===== src/rtl/adc_seq_pkg.sv =====
// Shared constants and types of the converter sequencer
package adc_seq_pkg;
   // Clock and times
   localparam int CLK_PERIOD_NS = 100;
   localparam int CONV_TIME_NS = 3300;
   localparam int TEMP_TIME_NS = 53100;
   localparam int EXT_REF_WAKE_NS = 10000;

   function automatic int ns_to_cycles(input int ns);
      int c;
      c = (ns + CLK_PERIOD_NS - 1) / CLK_PERIOD_NS;
      return (c < 1) ? 1 : c;
   endfunction : ns_to_cycles

   localparam logic [15:0] CONV_CYCLES = 16'(ns_to_cycles(CONV_TIME_NS));
   localparam logic [15:0] TEMP_CYCLES = 16'(ns_to_cycles(TEMP_TIME_NS));
   localparam logic [15:0] EXT_REF_WAKE_CYCLES = 16'(ns_to_cycles(EXT_REF_WAKE_NS));

   // Clock modes
   localparam logic [1:0] CKMODE_INT_TRIG = 2'h0;
   localparam logic [1:0] CKMODE_EXT_ACQ = 2'h1;
   localparam logic [1:0] CKMODE_INT_SERIAL = 2'h2;
   localparam logic [1:0] CKMODE_EXT_CLOCK = 2'h3;
   localparam logic [1:0] CKMODE_RESET = CKMODE_INT_SERIAL;

   // Reference modes and scan modes
   localparam logic [1:0] REF_INT_POWERED = 2'h0;
   localparam logic [1:0] REF_EXTERNAL = 2'h1;
   localparam logic [1:0] REF_RESET = REF_INT_POWERED;
   localparam logic [1:0] SCAN_REPEAT = 2'h2;
   localparam logic [1:0] SCAN_RESET = 2'h0;

   // Command byte layout
   localparam int CONV_FLAG_BIT = 7;
   localparam int CONV_CHAN_MSB = 6;
   localparam int CONV_CHAN_LSB = 3;
   localparam int CONV_SCAN_MSB = 2;
   localparam int CONV_SCAN_LSB = 1;
   localparam int CONV_TEMP_BIT = 0;
   localparam logic [1:0] SETUP_PATTERN = 2'h1;
   localparam int SETUP_CK_MSB = 5;
   localparam int SETUP_CK_LSB = 4;
   localparam int SETUP_REF_MSB = 3;
   localparam int SETUP_REF_LSB = 2;
   localparam logic [3:0] RESET_PATTERN = 4'h1;
   localparam int RESET_BIAS_BIT = 3;
   localparam logic [7:0] NOP_BYTE = 8'h00;

   // Result stream
   localparam int FIFO_DEPTH = 17;
   localparam int RESULT_W = 16;
   localparam logic [3:0] LEADING_ZEROS = 4'h0;
   localparam logic [4:0] NOP_POWER_DOWN = 5'h02;
   localparam logic [4:0] TEMP_LOAD_BYTES = 5'h16;
   localparam logic [4:0] TEMP_TOTAL_BYTES = 5'h18;

   // Synchronised serial link events
   typedef struct packed {
      logic sclkRise;
      logic sclkFall;
      logic csLow;
      logic csFall;
      logic csRise;
      logic din;
   } link_t;
endpackage : adc_seq_pkg


===== src/rtl/adc_serial_conversion_sequencer.sv =====
// Serial-started conversion sequencer with result store and DAC load
// How it works
// [RULE1] In mode 10 a conversion byte runs wake, scan, store and shutdown alone.
// [RULE2] After reset the clock mode is 10 until a setup byte changes it.
// [RULE3] In mode 10 the end flag drops low once all results are stored.
// [RULE4] A requested temperature result is stored ahead of channel results.
// [RULE5] The end flag stays low until chip select next falls.
// [RULE6] Host reads the store only after every conversion has finished.
// [RULE7] DAC and GPIO bytes are still accepted while a scan runs.
// [RULE8] Mode 11 does one conversion per byte, no scan, average or store.
// [RULE9] In mode 11 output data changes on rising serial clock edges.
// [RULE10] Host sends a conversion byte then sixteen clocks in mode 11.
// [RULE11] Host keeps any chip select gap after bit eight below 100 us.
// [RULE12] A zero byte between conversion bytes is the result slot.
// [RULE13] Two zero bytes power the analog down; bias keep bit holds bias.
// [RULE14] Host waits 45 us with chip select high for reference power-up.
// [RULE15] Mode 11 temperature: 24 zero bytes, result in the last two.
// [RULE16] Scan time is sample time times channels times averages times repeats plus extras.
// [RULE17] Load strobe low copies DAC inputs to outputs, transparent if held.
// [RULE18] Results go out as two bytes: four zeros, value, two sub-bits.
// [RULE19] A byte cut short by chip select rising is thrown away.
`timescale 1ns/1ps
module adc_serial_conversion_sequencer
   import adc_seq_pkg::*;
(
   // Clock and reset
   input wire logic clk,
   input wire logic resetn,
   // Serial pins
   input wire logic sclk,
   input wire logic csN,
   input wire logic mosi,
   output logic dout,
   output logic eocN,
   // Conversion settings
   input wire logic [2:0] avgLog2,
   input wire logic [4:0] scanRepeats,
   // Analog front end
   output logic sampleReq,
   output logic tempSel,
   output logic [3:0] chanSel,
   input wire logic [11:0] adcResult,
   input wire logic [11:0] tempResult,
   output logic analogPowered,
   output logic biasPowered,
   // Other register traffic
   output logic [7:0] otherByte,
   output logic otherByteValid,
   output logic [1:0] clockMode,
   // DAC load
   input wire logic dacLoadStrobeN,
   input wire logic [39:0] dacInput,
   output logic [39:0] dacOutput
);
   typedef enum logic [3:0] {
      ST_IDLE = 4'b0001,
      ST_WAKE = 4'b0010,
      ST_TEMP = 4'b0100,
      ST_CONV = 4'b1000
   } state_t;

   typedef struct packed {
      state_t st;
      logic [1:0] ckMode;
      logic [1:0] refMode;
      logic biasKeep;
      logic [7:0] inSr;
      logic [2:0] inCnt;
      logic [15:0] outSr;
      logic [3:0] outCnt;
      logic [3:0] lastChan;
      logic [3:0] chan;
      logic [1:0] scanMode;
      logic tempReq;
      logic [15:0] timer;
      logic [5:0] avgCnt;
      logic [4:0] repCnt;
      logic [16:0] accum;
      logic [FIFO_DEPTH-1:0][RESULT_W-1:0] fifo;
      logic [4:0] wrPtr;
      logic [4:0] rdPtr;
      logic eocN;
      logic analogOn;
      logic m11Active;
      logic m11Temp;
      logic [4:0] byteCnt;
      logic sampleReq;
      logic tempSel;
      logic [7:0] otherByte;
      logic otherValid;
   } seq_t;

   link_t link;
   seq_t r;
   seq_t s;
   logic [7:0] rxByte;
   logic byteDone;
   logic [5:0] avgTotal;
   logic [4:0] repTotal;
   logic [16:0] accSum;

   serial_link_rx linkRx (
      .clk(clk),
      .resetn(resetn),
      .sclk(sclk),
      .csN(csN),
      .mosi(mosi),
      .link(link)
   );

   dac_load_latch dacLatch (
      .clk(clk),
      .resetn(resetn),
      .dacLoadStrobeN(dacLoadStrobeN),
      .dacInput(dacInput),
      .dacOutput(dacOutput)
   );

   // Result word: four zeros, ten-bit value, two sub-bits
   function automatic logic [15:0] result_word(input logic [11:0] v);
      return {LEADING_ZEROS, v}; // [RULE18]
   endfunction : result_word

   // Store one result at the write pointer
   function automatic seq_t push(input seq_t x, input logic [15:0] w);
      seq_t y;
      y = x;
      if (x.wrPtr < 5'(FIFO_DEPTH)) begin
         y.fifo[x.wrPtr] = w;
         y.wrPtr = x.wrPtr + 5'h01;
      end
      return y;
   endfunction : push

   // Load the next stored result into the output shifter
   function automatic seq_t pop(input seq_t x);
      seq_t y;
      y = x;
      y.outCnt = 4'h0;
      if (x.rdPtr != x.wrPtr) begin
         y.outSr = x.fifo[x.rdPtr];
         y.rdPtr = x.rdPtr + 5'h01;
      end else begin
         y.outSr = 16'h0000;
      end
      return y;
   endfunction : pop

   assign rxByte = {r.inSr[6:0], link.din};
   assign byteDone = link.sclkRise & link.csLow & (r.inCnt == 3'h7);
   assign avgTotal = 6'h01 << avgLog2;
   assign repTotal = ((r.scanMode == SCAN_REPEAT) && (scanRepeats != 5'h00)) ?
                     scanRepeats : 5'h01;
   assign accSum = r.accum + {5'h00, adcResult};

   always_comb begin
      s = r;
      s.sampleReq = 1'b0;
      s.otherValid = 1'b0;

      // Serial input; a cut-short byte is lost with the counter
      if (link.csRise) begin
         s.inCnt = 3'h0; // [RULE19]
      end else if (link.sclkRise && link.csLow) begin
         s.inSr = rxByte;
         s.inCnt = r.inCnt + 3'h1;
      end

      // Serial output shifting
      if (r.ckMode == CKMODE_EXT_CLOCK) begin
         if (link.sclkRise && link.csLow) begin
            s.outSr = {r.outSr[14:0], 1'b0}; // [RULE9]
         end
      end else begin
         if (link.csFall) begin
            s = pop(s);
         end else if (link.sclkFall && link.csLow) begin
            if (r.outCnt == 4'hF) begin
               s = pop(s);
            end else begin
               s.outSr = {r.outSr[14:0], 1'b0};
               s.outCnt = r.outCnt + 4'h1;
            end
         end
      end

      // End flag released by chip select
      if (link.csFall) begin
         s.eocN = 1'b1; // [RULE5]
      end

      // Internally timed scan
      case (r.st)
         ST_IDLE: begin
         end
         ST_WAKE: begin
            if (r.timer <= 16'h0001) begin
               if (r.tempReq) begin
                  s.st = ST_TEMP;
                  s.timer = TEMP_CYCLES;
                  s.tempSel = 1'b1;
               end else begin
                  s.st = ST_CONV;
                  s.timer = CONV_CYCLES;
               end
               s.sampleReq = 1'b1;
            end else begin
               s.timer = r.timer - 16'h0001;
            end
         end
         ST_TEMP: begin
            if (r.timer <= 16'h0001) begin
               s = push(s, {LEADING_ZEROS, tempResult}); // [RULE4]
               s.tempSel = 1'b0;
               s.st = ST_CONV;
               s.timer = CONV_CYCLES; // [RULE16]
               s.sampleReq = 1'b1;
            end else begin
               s.timer = r.timer - 16'h0001;
            end
         end
         ST_CONV: begin
            if (r.timer > 16'h0001) begin
               s.timer = r.timer - 16'h0001;
            end else begin
               s.timer = CONV_CYCLES;
               s.sampleReq = 1'b1;
               if (r.avgCnt + 6'h01 < avgTotal) begin
                  s.accum = accSum;
                  s.avgCnt = r.avgCnt + 6'h01;
               end else begin
                  s = push(s, result_word(12'(accSum >> avgLog2)));
                  s.accum = 17'h00000;
                  s.avgCnt = 6'h00;
                  if (r.chan < r.lastChan) begin
                     s.chan = r.chan + 4'h1;
                  end else if (r.repCnt + 5'h01 < repTotal) begin
                     s.repCnt = r.repCnt + 5'h01; // [RULE16]
                     s.chan = r.scanMode[0] ? r.lastChan : 4'h0;
                  end else begin
                     s.st = ST_IDLE;
                     s.sampleReq = 1'b0;
                     s.analogOn = 1'b0; // [RULE1]
                     s.eocN = 1'b0; // [RULE3]
                  end
               end
            end
         end
         default: begin
            s.st = ST_IDLE;
         end
      endcase

      // Completed command bytes
      if (byteDone) begin
         if (rxByte[CONV_FLAG_BIT]) begin
            s.lastChan = rxByte[CONV_CHAN_MSB:CONV_CHAN_LSB];
            s.scanMode = rxByte[CONV_SCAN_MSB:CONV_SCAN_LSB];
            s.tempReq = rxByte[CONV_TEMP_BIT];
            if (r.ckMode == CKMODE_EXT_CLOCK) begin
               s.m11Active = 1'b1; // [RULE8]
               s.m11Temp = rxByte[CONV_TEMP_BIT];
               s.byteCnt = 5'h00;
               s.analogOn = 1'b1;
               s.chan = rxByte[CONV_CHAN_MSB:CONV_CHAN_LSB];
               s.tempSel = rxByte[CONV_TEMP_BIT];
               s.sampleReq = 1'b1;
               s.outSr = rxByte[CONV_TEMP_BIT] ? 16'h0000 : result_word(adcResult); // [RULE12]
            end else if (r.ckMode == CKMODE_INT_SERIAL) begin
               s.st = ST_WAKE; // [RULE1]
               s.timer = (r.refMode == REF_EXTERNAL) ? EXT_REF_WAKE_CYCLES : 16'h0001; // [RULE16]
               s.eocN = 1'b1;
               s.analogOn = 1'b1;
               s.wrPtr = 5'h00;
               s.rdPtr = 5'h00;
               s.chan = rxByte[CONV_SCAN_LSB] ? rxByte[CONV_CHAN_MSB:CONV_CHAN_LSB] : 4'h0;
               s.repCnt = 5'h00;
               s.avgCnt = 6'h00;
               s.accum = 17'h00000;
            end
         end else if (rxByte[7:6] == SETUP_PATTERN) begin
            s.ckMode = rxByte[SETUP_CK_MSB:SETUP_CK_LSB];
            s.refMode = rxByte[SETUP_REF_MSB:SETUP_REF_LSB];
         end else if (rxByte[7:4] == RESET_PATTERN) begin
            s.biasKeep = rxByte[RESET_BIAS_BIT]; // [RULE13]
         end else if (rxByte == NOP_BYTE) begin
            if (r.m11Active) begin
               s.byteCnt = r.byteCnt + 5'h01;
               if (r.m11Temp) begin
                  if (r.byteCnt + 5'h01 == TEMP_LOAD_BYTES) begin
                     s.outSr = {LEADING_ZEROS, tempResult}; // [RULE15]
                  end
                  if (r.byteCnt + 5'h01 == TEMP_TOTAL_BYTES) begin
                     s.m11Active = 1'b0;
                     s.analogOn = 1'b0;
                     s.tempSel = 1'b0;
                  end
               end else if (r.byteCnt + 5'h01 == NOP_POWER_DOWN) begin
                  s.m11Active = 1'b0;
                  s.analogOn = 1'b0; // [RULE13]
               end
            end
         end else begin
            s.otherByte = rxByte; // [RULE7]
            s.otherValid = 1'b1;
         end
      end
   end

   always_ff @(posedge clk or negedge resetn) begin
      if (!resetn) begin
         r <= '0;
         r.st <= ST_IDLE;
         r.ckMode <= CKMODE_RESET; // [RULE2]
         r.refMode <= REF_RESET;
         r.scanMode <= SCAN_RESET;
         r.eocN <= 1'b1;
      end else begin
         r <= s;
      end
   end

   assign dout = r.outSr[15];
   assign eocN = r.eocN;
   assign sampleReq = r.sampleReq;
   assign tempSel = r.tempSel;
   assign chanSel = r.chan;
   assign analogPowered = r.analogOn;
   assign biasPowered = r.analogOn | r.biasKeep; // [RULE13]
   assign otherByte = r.otherByte;
   assign otherByteValid = r.otherValid;
   assign clockMode = r.ckMode;
endmodule : adc_serial_conversion_sequencer


===== src/rtl/dac_load_latch.sv =====
// DAC output registers loaded by the load strobe pin
`timescale 1ns/1ps
module dac_load_latch
   import adc_seq_pkg::*;
(
   // Clock and reset
   input wire logic clk,
   input wire logic resetn,
   // Strobe pin and data
   input wire logic dacLoadStrobeN,
   input wire logic [39:0] dacInput,
   output logic [39:0] dacOutput
);
   typedef struct packed {
      logic [1:0] strobeSync;
      logic [39:0] outReg;
   } dac_t;

   dac_t dacReg;
   dac_t dacNext;

   always_comb begin
      dacNext = dacReg;
      dacNext.strobeSync = {dacReg.strobeSync[0], dacLoadStrobeN};
      if (!dacReg.strobeSync[1]) begin
         dacNext.outReg = dacInput; // [RULE17]
      end
   end

   always_ff @(posedge clk or negedge resetn) begin
      if (!resetn) begin
         dacReg <= '{strobeSync: 2'h3, outReg: 40'h0};
      end else begin
         dacReg <= dacNext;
      end
   end

   assign dacOutput = dacReg.outReg;
endmodule : dac_load_latch


===== src/rtl/serial_link_rx.sv =====
// Serial pin synchroniser and edge finder
`timescale 1ns/1ps
module serial_link_rx
   import adc_seq_pkg::*;
(
   // Clock and reset
   input wire logic clk,
   input wire logic resetn,
   // Pins
   input wire logic sclk,
   input wire logic csN,
   input wire logic mosi,
   // Events
   output link_t link
);
   typedef struct packed {
      logic [2:0] meta;
      logic [2:0] sync;
      logic sclkOld;
      logic csOld;
   } rx_t;

   rx_t rxReg;
   rx_t rxNext;

   always_comb begin
      rxNext = rxReg;
      rxNext.meta = {sclk, csN, mosi};
      rxNext.sync = rxReg.meta;
      rxNext.sclkOld = rxReg.sync[2];
      rxNext.csOld = rxReg.sync[1];
   end

   always_ff @(posedge clk or negedge resetn) begin
      if (!resetn) begin
         rxReg <= '{meta: 3'h2, sync: 3'h2, sclkOld: 1'b0, csOld: 1'b1};
      end else begin
         rxReg <= rxNext;
      end
   end

   assign link.sclkRise = rxReg.sync[2] & ~rxReg.sclkOld;
   assign link.sclkFall = ~rxReg.sync[2] & rxReg.sclkOld;
   assign link.csLow = ~rxReg.sync[1];
   assign link.csFall = ~rxReg.sync[1] & rxReg.csOld;
   assign link.csRise = rxReg.sync[1] & ~rxReg.csOld;
   assign link.din = rxReg.sync[0];
endmodule : serial_link_rx


===== config.mk =====
export PLATFORM = sky130hd
export DESIGN_NAME = adc_serial_conversion_sequencer
export DESIGN_NICKNAME = d
export VERILOG_FILES = /design/src/rtl/adc_seq_pkg.sv /design/src/rtl/adc_serial_conversion_sequencer.sv /design/src/rtl/dac_load_latch.sv /design/src/rtl/serial_link_rx.sv
export SDC_FILE = /design/constraint.sdc
export NUM_CORES = 1
export LEC_CHECK = 0
export BUFFER_PORTS_ARGS = -buffer_cell sky130_fd_sc_hd__buf_2
export CORE_ASPECT_RATIO = 1.2
export CORE_UTILIZATION = 63
export CTS_BUF_LIST = sky130_fd_sc_hd__clkbuf_8
export DETAILED_ROUTE_END_ITERATION = 6
export PLACE_DENSITY = 0.82
export SLEW_MARGIN = 25
export SYNTH_ARGS = -nofsm -noshare
export SYNTH_HDL_FRONTEND = slang
export SYNTH_HIERARCHICAL = 1
export SYNTH_SLANG_ARGS = --single-unit

===== constraint.sdc =====
create_clock -name clk -period 4.3 [get_ports clk]
set_input_delay 0.215 -clock clk [delete_from_list [all_inputs] [get_ports clk]]
set_output_delay 0.215 -clock clk [all_outputs]
set_load 0.03 [all_outputs]

==> impl_metrics.ini <==
[outcome]
run_status = completed

[finish]
regArea_um2 = 11150
final_cell_mix = dfrtp_1 (435), nand2_1 (320), a21oi_1 (220)
drive_gt1_frac = 0.1848
fin_nets = 2568
fill_cells = 2512
final_common_cell = dfrtp_1
instances_no_fill = 2963
diodes = 0
final_design_area_no_fill_um2 = 25740
area_growth_pct = 12.42
multi_input_comb_area_um2 = 10730

[clock_tree]
root_buffer = clkbuf_8
cts_max_path_buffers = 3
insertion_delay_ns = 0.65
ctsHtreeMaxLevel = 3
cts_buffers = 71
tritoncts = yes
clk_pin_slew_ns = 0.06
clock_sinks = 445
post_cts_buffers = 0

[logic_synthesis]
synth.area.mux_share = 0.1055
yosysSeqAreaShare = 0.4868
synth-seq-cells = 445
syn_area_per_cell_um2 = 9.968
synth_cell_types = 88
synth_area_leader_cell = dfrtp_1
ys_warn_count = 6
syn_nets = 2416
async_flop_share = 1.000
synth-xor-area-share = 0.02219
synth_top_family_by_area = simple AND/OR/NAND/NOR gates
netlist_area_um2 = 22900
synthDominantCellAreaShare = 0.4776
synthSimpleGateAreaFrac = 0.1608
synth_edf_count = 0
synth_flop_cell = dfrtp_1
netlist_instances = 2297
synthAdderAreaFrac = 0.02273
synth_area_leaders = dfrtp_1 (48%), mux4_2 (6.1%), nand2_1 (5.2%), a21oi_1 (4.8%), nor2_1 (3.5%)
synth_compound_gate_area_share = 0.1568

[placement]
portBuffers = 137
dpl_worst_slack_ns = 0.4553
dp.cells = 2786
post_dp_cell_area_um2 = 23740
place_congestion = 0.9407
dp_hpwl_mm = 44.04

[worst_setup_path]
critical-path-top-delay-family = compound AO/OA/AOI/OAI gates
crit_path_start = r[302]
worstPathArrival_ns = 4.39
cpMostUsedCell = o21ai_1
cp_slowest_cell = a2bb2oi_2
path_class = register to register
critPathRequiredTime_ns = 4.79
cp_slowest_stage_delay_ns = 0.60
crit_chain = ha_1, fa_1, a211oi_2, o21ai_1, a21oi_1, xnor2_1, mux4_2, a221oi_2, a2bb2oi_2, o21ai_1
path_buf_inv = 0
rr_startpoint = r[302]
crit_fanout = 15
start_kind = register
critPathCaptureType = register

[floorplanning]
initial_utilization = 0.6387
die_y_um = 210.8
fp-row-count = 76
core_area_um2 = 35850
ioPinCount = 139
dieWidth_um = 176.0
die_area_um2 = 37110

[min_path]
min-delay-path-class = input port to asynchronous set/reset pin

[timing]
setup_ws_ns = 0.3944
rsz0062_at_grt = false
final_hold_viol_count = 0
fin_skew_ns = 0.03179
slew_violations = 0
tightest_slew_ns = 1.132
setup_violations = 0
slew_headroom = 0.2393
fin_crit_ns = 3.906
period_share = 0.9083
fmax_mhz = 256.0
setup_tns_ns = 0

[pwr]
p_leak_uw = 0.01153
ir_drop_v = 0.0003217
powerDensity_nw_per_um2 = 412.9

[global_route]
grt_max_degree = 120
grt_pass1_vias = 19568
gr-usage-all-layers = 0.3638
grt_pass1_wl_mm = 104.8
grt_antenna_before_repair = 0
overflow = 0

[job]
maxCapViolCount = 0

[detailed_routing]
route.vias.total = 19212
route.detailed.drc = 0
wl_per_cell_um = 22.04
drtIter0Drc = 1948
routed_wirelength_mm = 65.29
vias_per_cell = 6.484
dr.pass1.iters = 7
antenna_left = 0
[timing repair]
| item | CTS | global route |
|---|---|---|
| gates resized for setup | 0 | 0 |
| hold endpoints to repair | 179 | 0 |
| hold buffers | 57 | 0 |
[flip-flops by register name (all words and copies together) (netlist names)]
| register | cells |
|---|---|
| analogPowered | 1 |
| chanSel | 4 |
| clockMode | 2 |
| dacLatch/dacNext | 1 |
| dacLatch/dacOutput | 40 |
| dacLatch/dacReg | 1 |
| dout | 1 |
| eocN | 1 |
| linkRx/link | 1 |
| linkRx/rxNext | 5 |
| linkRx/rxReg | 2 |
| otherByte | 7 |
| otherByteValid | 1 |
| r | 376 |
| sampleReq | 1 |
| tempSel | 1 |
[through the flow]
stage | util | hold slack [ns] | power [µW]
finish | 0.7180 | 0.04068 | 10630
global route | 0.7180 | 0.04260 | 11070
CTS | 0.7171 | 0.06393 | 10610
detailed placement | 0.6621 | 0.3247 | 6966
global placement | 0.6620 | 0.3215 | 6902
floorplan | - | -0.08059 | 6325
[power breakdown]
| part | switching, µW | internal (µW) | leakage [µW] |
|---|---|---|---|
| clock network | 1700 | 1930 | 0.000792 |
| registers | 371 | 4470 | 0.00574 |
| logic | 1160 | 992 | 0.00500 |
[metal layers]
layer,track usage,up-vias,part of all wire
li1,-,8412,-
met1,0.4489,9403,0.37
met2,0.5933,1130,0.49
met3,0.07577,267,0.086
met4,0.2126,0,0.057
met5,0,-,0
[logic make-up (layout without fill, tap and decap cells)]
family	after synthesis	in the layout
AO/OA/AOI/OAI	588	588
XOR/XNOR	58	58
adder cells (fa/ha/maj)	41	41
buffers and inverters	200	398
flip-flops	445	445
multiplexers	156	156
other	1	1
AND/OR/NAND/NOR	808	808
[layout make-up]
class	count	area share
Inverter	27	0.003938
Clock inverter	29	0.006271
Sequential cell	445	0.4332
Clock buffer	90	0.04813
Tap cell	468	0.02275
Timing Repair Buffer	252	0.06883
Multi-Input combinational cell	1652	0.4168
[worst paths after layout]
| kind | cells after the start | slack (ns) | to |
|---|---|---|---|
| worst min register to register | 0 | 0.36 | linkRx/rxNext[1] |
| min in group clk | 4 | 0.08 | r[302] |
| worst min-delay path | 2 | 0.04 | r[311] |
| worst max-delay path | 10 | 0.39 | r[214] |
| worst max register to register | 10 | 0.39 | r[214] |
| max in group asynchronous | 4 | 2.93 | dacLatch/dacOutput[11] |
[synthesized netlist by cell type, types with 4 or more instances]
cell	count
ha_1	40
o211ai_1	10
o21a_1	8
nor2_1	216
nand2b_1	15
a21o_1	11
o2bb2ai_1	5
nand4_1	9
mux4_2	62
nand3b_1	9
a22oi_1	10
xor2_1	28
nand3_1	39
and2_1	72
buf_1	12
buf_6	5
xnor2_1	30
dfrtp_1	437
inv_1	25
a31oi_1	18
mux2i_1	41
buf_2	26
or4_1	5
o22ai_1	24
o21ai_0	86
and3_1	11
a211o_1	11
o21ai_1	76
nor2b_1	22
clkbuf_1	74
mux2_2	52
nand2_2	4
a221oi_1	8
buf_4	56
or3_1	11
a211oi_1	19
a22o_1	24
nand2_1	320
nor2_2	11
a21oi_1	221
o31ai_1	9
nor3_1	38
dfstp_2	8
o221ai_1	12
nor4_1	8
[worst reg2reg max path, stage by stage (launching register included)]
cell       delay, ns
dfrtp_1         0.38
ha_1            0.23
fa_1            0.44
a211oi_2        0.26
o21ai_1         0.16
a21oi_1         0.20
xnor2_1         0.22
mux4_2          0.56
a221oi_2        0.51
a2bb2oi_2       0.60
o21ai_1         0.18
(Power assumes the default switching activity.)
